### config.mk
export PLATFORM = sky130hd
export DESIGN_NAME = mcs_clock_select
export DESIGN_NICKNAME = d
export VERILOG_FILES = /design/src/hw/mcs_pkg.sv /design/src/hw/mcs_tick_if.sv /design/src/hw/mcs_clock_select.sv /design/src/hw/mcs_tick_gen.sv
export SDC_FILE = /design/constraint.sdc
export NUM_CORES = 1
export LEC_CHECK = 0
export ABC_AREA = 1
export BUFFER_PORTS_ARGS = -buffer_cell sky130_fd_sc_hd__clkbuf_2
export CORE_ASPECT_RATIO = 0.8
export CORE_MARGIN = 2
export CORE_UTILIZATION = 50
export CTS_CLUSTER_SIZE = 30
export DETAILED_ROUTE_END_ITERATION = 16
export GPL_ROUTABILITY_DRIVEN = 1
export MAX_ROUTING_LAYER = met4
export PLACE_DENSITY_LB_ADDON = 0.05
export RECOVER_POWER = 100
export SLEW_MARGIN = 20
export SYNTH_ARGS = -nofsm -noshare
export SYNTH_HDL_FRONTEND = slang
export SYNTH_SLANG_ARGS = --single-unit
### constraint.sdc
create_clock -name clk -period 1 [get_ports clk]
set_input_delay 0.1 -clock clk [delete_from_list [all_inputs] [get_ports clk]]
set_output_delay 0.1 -clock clk [all_outputs]
set_load 0.05 [all_outputs]
### src/hw/mcs_pkg.sv
package mcs_pkg;
    // ----------------------------------------------------------------
    // register map
    // ----------------------------------------------------------------
    localparam logic [7:0] MCS_CLOCK_DIVIDER_CONTROL_ADDR = 8'h8F;
    localparam logic [7:0] MCS_CLOCK_DIVIDER_CONTROL_RESET = 8'h00;
    // ----------------------------------------------------------------
    // field positions
    // ----------------------------------------------------------------
    localparam int MCS_BIT_CPU = 0;
    localparam int MCS_BIT_TIMER_A = 1;
    localparam int MCS_BIT_TIMER_B = 2;
    localparam int MCS_BIT_TIMER_C = 3;
    localparam int MCS_BIT_UART = 4;
    localparam int MCS_BIT_COUNTER_ARRAY = 5;
    localparam int MCS_BIT_WATCHDOG = 6;
    localparam int MCS_BIT_SPI = 7;
    localparam int MCS_NUM_PERIPH = 7;
    // ----------------------------------------------------------------
    // tick timing
    // ----------------------------------------------------------------
    localparam logic [3:0] MCS_COUNT_SLOW = 4'hB;
    localparam logic [3:0] MCS_COUNT_FAST = 4'h5;
    localparam logic [3:0] MCS_COUNT_ZERO = 4'h0;
    localparam logic [3:0] MCS_COUNT_ONE = 4'h1;

    typedef enum logic [0:0] {
        MCS_MODE_SLOW = 1'b0,
        MCS_MODE_FAST = 1'b1
    } mcs_mode_e;
endpackage

### src/hw/mcs_tick_if.sv
`timescale 1ns/1ps
interface mcs_tick_if;
    logic fast_req;
    logic tick;
    logic fast_active;
    modport ctrl (output fast_req, input tick, input fast_active);
    modport gen (input fast_req, output tick, output fast_active);
endinterface

### src/hw/mcs_clock_select.sv
`timescale 1ns/1ps
// Contract
// - after reset with no fuse, cpu uses twelve clocks per machine cycle
// - programmed fuse forces six-clock cpu; register speed bit ignored
// - erased fuse: cpu mode follows register speed bit alone
// - bit 0 clear gives twelve clocks, set gives six clocks per cycle
// - bit 7 spi: clear six clocks per tick when the cpu is fast, else twelve; set twelve
// - bit 6 watchdog: clear six clocks per tick when the cpu is fast, else twelve; set twelve
// - bit 5 counter array: clear six clocks per tick when the cpu is fast, else twelve; set twelve
// - bit 4 uart: clear six clocks per tick when the cpu is fast, else twelve; set twelve
// - bit 3 timer c: clear six clocks per tick when the cpu is fast, else twelve; set twelve
// - bit 2 timer b: clear six clocks per tick when the cpu is fast, else twelve; set twelve
// - bit 1 timer a: clear six clocks per tick when the cpu is fast, else twelve; set twelve
// - register resets to zero and is accessed only as a whole byte
module mcs_clock_select (
    input wire logic clk,
    input wire logic rst,
    input wire logic nonvolatile_double_speed_fuse,
    input wire logic [7:0] sfr_addr,
    input wire logic sfr_wr,
    input wire logic sfr_rd,
    input wire logic [7:0] sfr_wdata,
    output logic [7:0] sfr_rdata,
    output logic sfr_hit,
    output logic cpu_tick,
    output logic cpu_fast_mode,
    output logic spi_tick,
    output logic watchdog_tick,
    output logic counter_array_tick,
    output logic uart_tick,
    output logic timer_c_tick,
    output logic timer_b_tick,
    output logic timer_a_tick
);
    import mcs_pkg::*;

    // ----------------------------------------------------------------
    // decode helper
    // ----------------------------------------------------------------
    // a peripheral runs fast only when the cpu is fast and its bit is clear
    function automatic logic mcs_periph_fast(input logic cpu_fast, input logic div_bit);
        mcs_periph_fast = cpu_fast & ~div_bit;
    endfunction

    // one address decode serves the write strobe, the read strobe and the hit flag
    function automatic logic mcs_reg_select(input logic [7:0] addr, input logic strobe);
        mcs_reg_select = strobe & (addr == MCS_CLOCK_DIVIDER_CONTROL_ADDR);
    endfunction

    // ----------------------------------------------------------------
    // register
    // ----------------------------------------------------------------
    logic [7:0] ctrl_reg;
    logic [7:0] ctrl_next;
    logic [7:0] rdata_reg;
    logic [7:0] rdata_next;
    logic wr_hit;
    logic rd_hit;

    // byte-wide write only; no bit-address alias exists for this register
    assign wr_hit = mcs_reg_select(sfr_addr, sfr_wr);
    assign rd_hit = mcs_reg_select(sfr_addr, sfr_rd);
    assign ctrl_next = wr_hit ? sfr_wdata : ctrl_reg;
    // a write and a read in one cycle return the old value
    assign rdata_next = rd_hit ? ctrl_reg : 8'h00;

    always_ff @(posedge clk) begin
        if (rst) begin
            ctrl_reg <= MCS_CLOCK_DIVIDER_CONTROL_RESET;
            rdata_reg <= 8'h00;
        end else begin
            ctrl_reg <= ctrl_next;
            rdata_reg <= rdata_next;
        end
    end

    assign sfr_rdata = rdata_reg;
    assign sfr_hit = wr_hit | rd_hit;

    // ----------------------------------------------------------------
    // fuse synchroniser
    // ----------------------------------------------------------------
    // the fuse level comes from the non-volatile array, outside this clock;
    // it is taken only once the second and third flops agree, so a slow edge
    // cannot flip the cpu mode back and forth
    logic fuse_meta_reg;
    logic fuse_sync_reg;
    logic fuse_hold_reg;
    logic fuse_reg;
    logic fuse_next;
    logic fuse_agree;

    assign fuse_agree = (fuse_sync_reg == fuse_hold_reg);
    assign fuse_next = fuse_agree ? fuse_hold_reg : fuse_reg;

    // reset reads as erased, so the cpu starts in twelve-clock mode
    always_ff @(posedge clk) begin
        if (rst) begin
            fuse_meta_reg <= 1'b0;
            fuse_sync_reg <= 1'b0;
            fuse_hold_reg <= 1'b0;
            fuse_reg <= 1'b0;
        end else begin
            fuse_meta_reg <= nonvolatile_double_speed_fuse;
            fuse_sync_reg <= fuse_meta_reg;
            fuse_hold_reg <= fuse_sync_reg;
            fuse_reg <= fuse_next;
        end
    end

    // ----------------------------------------------------------------
    // mode selection
    // ----------------------------------------------------------------
    logic cpu_half_cycle_select;
    logic cpu_fast_req;
    logic [MCS_NUM_PERIPH-1:0] periph_div_bits;
    logic [MCS_NUM_PERIPH-1:0] periph_fast_req;
    logic [MCS_NUM_PERIPH-1:0] periph_tick;

    assign cpu_half_cycle_select = ctrl_reg[MCS_BIT_CPU];
    // fuse overrides the register bit; erased fuse defers to it
    assign cpu_fast_req = fuse_reg | cpu_half_cycle_select;

    logic spi_tick_divider_select;
    logic watchdog_tick_divider_select;
    logic counter_array_tick_divider_select;
    logic uart_tick_divider_select;
    logic timer_c_tick_divider_select;
    logic timer_b_tick_divider_select;
    logic timer_a_tick_divider_select;

    assign spi_tick_divider_select = ctrl_reg[MCS_BIT_SPI];
    assign watchdog_tick_divider_select = ctrl_reg[MCS_BIT_WATCHDOG];
    assign counter_array_tick_divider_select = ctrl_reg[MCS_BIT_COUNTER_ARRAY];
    assign uart_tick_divider_select = ctrl_reg[MCS_BIT_UART];
    assign timer_c_tick_divider_select = ctrl_reg[MCS_BIT_TIMER_C];
    assign timer_b_tick_divider_select = ctrl_reg[MCS_BIT_TIMER_B];
    assign timer_a_tick_divider_select = ctrl_reg[MCS_BIT_TIMER_A];

    // index 0..6 maps to register bits 1..7
    assign periph_div_bits = {
        spi_tick_divider_select,
        watchdog_tick_divider_select,
        counter_array_tick_divider_select,
        uart_tick_divider_select,
        timer_c_tick_divider_select,
        timer_b_tick_divider_select,
        timer_a_tick_divider_select
    };

    // ----------------------------------------------------------------
    // tick generators
    // ----------------------------------------------------------------
    mcs_tick_if cpu_if();
    assign cpu_if.fast_req = cpu_fast_req;

    mcs_tick_gen u_cpu_gen (
        .clk(clk),
        .rst(rst),
        .tk(cpu_if.gen)
    );

    assign cpu_tick = cpu_if.tick;
    assign cpu_fast_mode = cpu_if.fast_active;

    // peripherals follow the cpu mode requested, gated per bit
    genvar gi;
    generate
        for (gi = 0; gi < MCS_NUM_PERIPH; gi++) begin : g_periph
            mcs_tick_if p_if();
            assign periph_fast_req[gi] = mcs_periph_fast(cpu_fast_req, periph_div_bits[gi]);
            assign p_if.fast_req = periph_fast_req[gi];
            mcs_tick_gen u_gen (
                .clk(clk),
                .rst(rst),
                .tk(p_if.gen)
            );
            assign periph_tick[gi] = p_if.tick;
        end
    endgenerate

    assign timer_a_tick = periph_tick[MCS_BIT_TIMER_A - 1];
    assign timer_b_tick = periph_tick[MCS_BIT_TIMER_B - 1];
    assign timer_c_tick = periph_tick[MCS_BIT_TIMER_C - 1];
    assign uart_tick = periph_tick[MCS_BIT_UART - 1];
    assign counter_array_tick = periph_tick[MCS_BIT_COUNTER_ARRAY - 1];
    assign watchdog_tick = periph_tick[MCS_BIT_WATCHDOG - 1];
    assign spi_tick = periph_tick[MCS_BIT_SPI - 1];
endmodule

### src/hw/mcs_tick_gen.sv
`timescale 1ns/1ps
module mcs_tick_gen (
    input wire logic clk,
    input wire logic rst,
    mcs_tick_if.gen tk
);
    import mcs_pkg::*;

    logic [3:0] count_reg;
    logic [3:0] count_next;
    mcs_mode_e mode_reg;
    mcs_mode_e mode_next;
    logic tick_reg;
    logic tick_next;
    logic [3:0] load_value;
    logic at_end;

    // ----------------------------------------------------------------
    // counter
    // ----------------------------------------------------------------
    // mode is sampled only when the period ends so a tick never comes short
    assign at_end = (count_reg == MCS_COUNT_ZERO);
    assign mode_next = at_end ? mcs_mode_e'(tk.fast_req) : mode_reg;
    assign load_value = (mode_next == MCS_MODE_FAST) ? MCS_COUNT_FAST : MCS_COUNT_SLOW;
    assign count_next = at_end ? load_value : count_reg - MCS_COUNT_ONE;
    assign tick_next = at_end;

    always_ff @(posedge clk) begin
        if (rst) begin
            count_reg <= MCS_COUNT_SLOW;
            mode_reg <= MCS_MODE_SLOW;
            tick_reg <= 1'b0;
        end else begin
            count_reg <= count_next;
            mode_reg <= mode_next;
            tick_reg <= tick_next;
        end
    end

    assign tk.tick = tick_reg;
    assign tk.fast_active = (mode_reg == MCS_MODE_FAST);
endmodule

After elaboration in Yosys (flattened, before gate mapping)
Cells that the tools add are included.
Widths: inputs -> output; s select.
{"block": "totals", "regBits": 68, "out_inout_bits": 18, "word_cells": 92}
{"block": "op_classes", "add_sub_neg": 8, "n_eq_ne": 2, "mux": 24, "bitwise": 19, "n_reduce_logical": 9}
{"operator": "$mux 4", "count": 16}
{"operator": "$logic_not 4->1", "count": 8}
{"operator": "$sub 4x1->4 const B", "count": 8}
{"operator": "$and 1x1->1", "count": 9}
{"operator": "$eq 8x8->1 const B", "count": 1}
{"operator": "$mux 1", "count": 8}
{"operator": "$not 1->1", "count": 8}
{"operator": "$or 1x1->1", "count": 2}
{"operator": "$reduce_or 2->1", "count": 1}
{"operator": "$eq 1x1->1", "count": 1}

Longest topological paths before layout
Gate-level depths: netlist (run 1).
{"block": "logic_depth", "word_depth": 5, "mapped_depth": 7, "depth_no_buf": 7}

Cells and area by module
Synthesis (run 1) repeated with hierarchy kept, for this count alone.
{"block": "unflattened", "hier_cells": 407, "hier_area_um2": 2967.8}
{"mod": "mcs_tick_gen", "instances": 8, "cells_per_inst": 36, "area_per_inst_um2": 261.5, "seq_area_each_um2": 120.1}
{"mod": "mcs_clock_select", "instances": 1, "cells_per_inst": 119, "area_per_inst_um2": 875.8, "seq_area_each_um2": 400.4}

Worst setup path after synthesis (run 1)
OpenSTA, ideal clock, no wires.
{"block": "synth_timing", "kind": "register to register", "from": "register g_periph[2].u_gen.count_reg[0]", "to": "register g_periph[2].u_gen.count_reg[1]", "setup_time_ns": 0.130, "arrival_ns": 0.976, "required_ns": 0.870, "setup_slack_ns": -0.106, "path_stages_with_launch": 7, "path_buffers": 0, "period_less_slack_ns": 1.106, "cell_sequence": "dfxtp_1 -> inv_1 -> ha_1 -> inv_1 -> nor3_2 -> a21oi_1 -> o21ai_0"}
{"block": "synth_between", "elab_chain_cells": 4, "word_cells_on_any_way": 5}
{"item": "start: declaration", "line_no": "mcs_tick_gen.sv:9", "rtl": "logic [3:0] count_reg;"}
{"item": "start signal: assignment", "line_no": "mcs_tick_gen.sv:34", "rtl": "count_reg <= count_next;"}
{"item": "parallel branches: the longest is 3 deep, another holds $sub 4x1->4"}
{"item": "$mux 4 (*)", "line_no": "mcs_tick_gen.sv:25", "rtl": "assign count_next = at_end ? load_value : count_reg - MCS_COUNT_ONE;"}
Every way passes the cells marked *.
A chain may end at the register's enable or synchronous reset.

Worst setup path in the final report (run 1)
{"block": "layout_timing", "from": "register g_periph[1].u_gen.count_reg[0]", "to": "register g_periph[1].u_gen.count_reg[1]"}
{"block": "layout_between", "elab_chain_cells": 4, "word_cells_on_any_way": 5}
{"item": "start: declaration", "line_no": "mcs_tick_gen.sv:9"}
{"item": "start signal: assignment", "line_no": "mcs_tick_gen.sv:34"}
{"item": "parallel branches: the longest is 3 deep, another holds $sub 4x1->4"}
{"item": "$mux 4 (*)", "line_no": "mcs_tick_gen.sv:25"}
Marks and branches as above.

==> flow_summary.json, run 1 <==
{
  "start_kind": "flop",
  "dr_wl_met3_um": 246,
  "synth.avg_cell_area_um2": 7.91,
  "layout-drive-gt1-share_pct": 42.8,
  "grt_pass1_vias": 1921,
  "power_density_nw_per_um2": 1520,
  "tritoncts": "done",
  "track_usage_pct": 19.8,
  "vias_per_cell": 4.58,
  "grt_pass1_wl_um": 8250,
  "postSynthCellCount": 315,
  "crit_fanout": 4,
  "die_h_um": 67.1,
  "path_class": "reg -> reg",
  "drt-initial-drc-count": 66,
  "clock-root-buffer": "clkbuf_8",
  "numCtsBuffers": 9,
  "vias": 2059,
  "io_buffers": 38,
  "layoutNonFillerInstCount": 450,
  "crit_arrival_ps": 1330,
  "fin_crit_ps": 1050,
  "r2r_slack_ps": -50,
  "rsz0062_at_grt": "yes",
  "routedWlPerCell_um": 10.5,
  "reg2reg_to": "g_periph[1].u_gen.count_reg[1]",
  "status": "finished with violations",
  "ant_nets": 0,
  "drc_errors": 0,
  "rr_startpoint": "g_periph[1].u_gen.count_reg[0]",
  "area_growth_pct": 37.7,
  "failed_checks": "setup timing",
  "hold_path.class": "in -> reg",
  "r2r_cells": 6,
  "syn_area_um2": 2490,
  "hold_viol": 0,
  "wl_met1_um": 2380,
  "dieArea_um2": 5570,
  "hold_end": "g_periph[4].u_gen.count_reg[0]",
  "io-pin-count": 39,
  "grt_overflow": 0,
  "largest_register_ffs": 28,
  "highest_layer": "met4",
  "p_leak_uw": 0.00163,
  "cts_sinks": 61,
  "final_nets": 415,
  "fillCellCount": 373,
  "place.gp.congestion": 0.807,
  "final_common_cell": "inv_1",
  "antenna_cells": 0,
  "worstSkewPairLatency_ps": 340,
  "hold_ws_ps": 56.8,
  "cts_max_level": 3,
  "synth_seq_area_share_pct": 49.0,
  "dp.cells": 433,
  "fin_total_pwr_uw": 5200,
  "grt_max_degree": 15,
  "cap_violations": 0,
  "synth-seq-cells": 61,
  "maxSlewViolCount": 0,
  "cp.required_ps": 1280,
  "finClkSkew_ps": 3.57,
  "wl_met2_um": 2030,
  "antenna_found_initial": 0,
  "initial_core_util_pct": 53.2,
  "totalWireLength_um": 4740,
  "yosysWarnings": 0,
  "timing.final.crit_share_pct": 105,
  "clock.fmax_ghz": 0.953,
  "crit_path_end_kind": "flop",
  "num_rows": 22,
  "worst_slack_ps": -49.1,
  "dr.pass1.iters": 4,
  "tightest_slew_ps": 320,
  "clockBufferDepth": 2,
  "peakVddDrop_mv": 1.04,
  "ys_types": 25,
  "core_area_um2": 4680,
  "min_path_cells": 3,
  "final_cell_mix": "inv_1 (56), dfxtp_1 (46), nor2_1 (39)",
  "clk_pin_slew_ps": 60,
  "final-setup-viol-count": 19,
  "slew_headroom_pct": 78.6,
  "syn_nets": 344,
  "die_x_um": 82.9,
  "post-dp-hpwl_um": 3210,
  "worstHoldStart": "rst"
}
## how the worst max path moves through the flow
stage / startpoint / endpoint / slack [ps] / cells after the start
global route: g_periph[3].u_gen.count_reg[1] / g_periph[3].u_gen.count_reg[2] / -120 / 7
detailed placement: u_cpu_gen.count_reg[0] / u_cpu_gen.count_reg[1] / -130 / 6
floorplan: g_periph[3].u_gen.count_reg[0] / g_periph[3].u_gen.count_reg[1] / -5 / 6
global placement: u_cpu_gen.count_reg[0] / u_cpu_gen.count_reg[2] / -100 / 5
CTS: ctrl_reg[0] / g_periph[4].u_gen.count_reg[1] / -50 / 5
finish: g_periph[1].u_gen.count_reg[0] / g_periph[1].u_gen.count_reg[1] / -50 / 6
## power by group
group,leakage [uW],internal [uW],switching (uW)
combinational,0.00104,281,299
sequential,0.000497,2550,84.2
clock,0.0000926,1090,898
total,0.00163,3920,1280
## kinds of logic after synthesis
logic type | count (synthesis) | share of synthesized area, %
adder cells (fa/ha/maj) | 8 | 4.02
AND/OR/NAND/NOR | 126 | 24.9
XOR/XNOR | 5 | 1.76
AO/OA/AOI/OAI | 33 | 7.08
buffers and inverters | 82 | 13.2
flip-flops | 61 | 49.0
## layer usage
layer  vias to the layer above  GRT usage, %
met4                         0          8.61
met3                         8          7.70
met5                         -             -
li1                       1107             -
met1                       900          22.8
met2                        44          31.3
## cell usage after synthesis (all sizes together)
cell type / instances / share of area (%)
or2: 4 / 1.0
a21oi: 8 / 1.6
xnor2: 5 / 1.8
nor3: 10 / 2.6
nand2: 36 / 5.6
dfxtp: 61 / 49
o21ai: 25 / 5.5
clkbuf: 1 / 0.15
nor2: 51 / 9.4
nand3: 16 / 3.4
nand4: 9 / 2.9
inv: 76 / 11
ha: 8 / 4.0
buf: 5 / 1.6
## worst max-delay path: stages, from the launching register on
cell and delay [ps]:
dfxtp_1 320, inv_2 80, ha_4 170, nand3_4 100
o21ai_4 190, inv_2 60, o21ai_1 70
## metrics by stage
stage               util (%)  cell area, um2  setup TNS [ps]  setup slack [ps]
floorplan                  -            2550           -10.6             -5.31
global route            73.3            3430           -2080              -121
global placement        64.0            3000            -837              -101
finish                  73.3            3430            -435             -49.1
CTS                     72.5            3390            -262             -53.0
detailed placement      64.0            3000           -1380              -128
## final cells by class
type	instances	area (um2)	share of cell area, %
clock buffer	14	173	5.03
clock inverter	1	5.00	0.146
inverter	76	290	8.46
multi-input combinational	172	1170	34.0
sequential	61	1240	36.1
tap	60	75.1	2.19
timing repair buffer	66	482	14.0
## what timing repair did
| action | 4_1_cts | 5_1_grt |
|---|---|---|
| setup buffers | 0 | 1 |
| setup endpoints to repair | 43 | 40 |
| gates resized for setup | 68 | 40 |
| pin swaps | 14 | 14 |
| hold buffers | 1 | 0 |
| cloned | 0 | 0 |
| endpoints found under the hold margin | 1 | 0 |
(Power assumes the default switching activity.)
==> inputs of run 2 (changes only) <==
--- a/config.mk
+++ b/config.mk
@@ -9,7 +9,7 @@
 export BUFFER_PORTS_ARGS = -buffer_cell sky130_fd_sc_hd__clkbuf_2
 export CORE_ASPECT_RATIO = 0.8
 export CORE_MARGIN = 2
-export CORE_UTILIZATION = 50
+export CORE_UTILIZATION = 45
 export CTS_CLUSTER_SIZE = 30
 export DETAILED_ROUTE_END_ITERATION = 16
 export GPL_ROUTABILITY_DRIVEN = 1
==> run 2 against run 1 <==
  * The run still ends with setup timing left
  * Utilization down 7.0 points
  * Via count up 1.3%
  * Sequential share of layout area down 1.6 points
  * Design area up 4.5%
  * Wire length up 5.1%
  * Fmax down 1.7%
  * Global-route usage down 1.4 points
  * Combinational power up 4.1%
  * Flip-flop and latch count unchanged
  * Cell count up 2.4%
  * Clock power up 18%
  * First-iteration DRC count up 6.1%
  * Critical endpoint is now g_periph[5].u_gen.count_reg[1]
==> flow_summary.json, run 2 (synthesis gave the netlist of run 1 again) <==
{
  "worst_slack_ps": -66.8,
  "dr.pass1.iters": 4,
  "clock-root-buffer": "clkbuf_8",
  "numCtsBuffers": 9,
  "routedWlPerCell_um": 10.8,
  "crit_arrival_ps": 1340,
  "rsz0062_at_grt": "yes",
  "drt-initial-drc-count": 70,
  "io-pin-count": 39,
  "num_rows": 24,
  "layoutNonFillerInstCount": 461,
  "failed_checks": "setup timing",
  "grt_pass1_wl_um": 8430,
  "design_area_um2": 3580,
  "place.gp.congestion": 0.776,
  "io_buffers": 38,
  "drc_errors": 0,
  "vias": 2086,
  "p_leak_uw": 0.00168,
  "pre_cts_slack_ps": -114,
  "antenna_cells": 0,
  "final_core_util_pct": 66.3,
  "path_class": "reg -> reg",
  "initial_core_util_pct": 46.1,
  "fin_crit_ps": 1070,
  "slew_headroom_pct": 75.9,
  "crit_fanout": 3,
  "tightest_slew_ps": 362,
  "start_kind": "flop",
  "ant_nets": 0,
  "timing.final.crit_share_pct": 107,
  "layout-drive-gt1-share_pct": 46.5,
  "core_area_um2": 5410,
  "maxSlewViolCount": 0,
  "dp.cells": 441,
  "peakVddDrop_mv": 1.32,
  "clockBufferDepth": 2,
  "cap_violations": 0,
  "r2r_cells": 6,
  "clock.fmax_ghz": 0.937,
  "final_nets": 420,
  "hold_path.class": "in -> reg",
  "cts_sinks": 61,
  "antenna_found_initial": 0,
  "die_x_um": 87.2,
  "clk_pin_slew_ps": 70,
  "finClkSkew_ps": 5.10,
  "totalWireLength_um": 4990,
  "largest_register_ffs": 28,
  "seq_area_um2": 1240,
  "final-setup-viol-count": 21,
  "worstSkewPairLatency_ps": 340,
  "die_h_um": 70.6,
  "track_usage_pct": 18.4,
  "post-dp-hpwl_um": 3480,
  "final_common_cell": "inv_1",
  "tritoncts": "done",
  "hold_viol": 0,
  "tns_ps": -530,
  "dieArea_um2": 6150,
  "post_dp_cell_area_um2": 3010,
  "cp.required_ps": 1270,
  "final_cell_mix": "inv_1 (52), dfxtp_1 (46), nor2_1 (33), buf_4 (33), nand2_1 (30)",
  "grt_pass1_vias": 1985,
  "area_growth_pct": 43.9,
  "multiInputGateArea_um2": 1240,
  "fillCellCount": 475,
  "cts_max_level": 3,
  "power_density_nw_per_um2": 1550,
  "crit_path_end_kind": "flop",
  "grt_overflow": 0,
  "status": "finished with violations",
  "grt_max_degree": 12,
  "min_path_cells": 5,
  "vias_per_cell": 4.52
}
run 2: critical path, cell delays in order, from the launching register on:
cell and delay (ps):
dfxtp_1 350, inv_1 80, ha_4 180, nand2_2 80, clkbuf_1 150, inv_1 60
o21ai_1 110
run 2: layout make-up:
type / instances / area share [%]
clock buffers: 9 / 3.46
flip-flops and latches: 61 / 34.6
multi-input cells: 172 / 34.7
clock inverters: 7 / 2.51
repair buffers: 71 / 14.1
well taps: 65 / 2.27
inverters: 76 / 8.38
run 2: worst paths after layout:
kind                                       start                        endpoint  slack [ps]
setup reg to reg  g_periph[5].u_gen.count_reg[0]  g_periph[5].u_gen.count_reg[1]         -70
hold / removal                      sfr_wdata[1]                     ctrl_reg[1]         100
setup / recovery  g_periph[5].u_gen.count_reg[0]  g_periph[5].u_gen.count_reg[1]         -70
hold reg to reg                    fuse_meta_reg                   fuse_sync_reg         420
run 2: power by group:
part	switching, uW	total (uW)	internal (uW)
logic	311	604	293
registers	86.2	2640	2550
clock network	943	2330	1390
total	1340	5570	4230
run 2: through the flow:
| step | total power [uW] | hold WS (ps) |
|---|---|---|
| floorplan | 2960 | 172 |
| global placement | 3130 | 301 |
| detailed placement | 3140 | 302 |
| global route | 5850 | 109 |
| finish | 5570 | 96.7 |
| CTS | 5610 | 77.6 |
run 2: timing repair:
action	CTS	global route
gates resized for setup	82	51
hold endpoints to repair	1	0
buffers inserted	1	3
hold buffers	1	0
endpoints found under the setup margin	44	42
pin swaps	13	9
run 2: per-layer routing:
metal | track usage, % | vias to the layer above | part of all wire, %
met5 | - | - | 0
li1 | - | 1113 | -
met4 | 5.47 | 0 | 1.0
met2 | 27.3 | 49 | 46
met3 | 8.17 | 5 | 4.8
met1 | 22.7 | 919 | 48
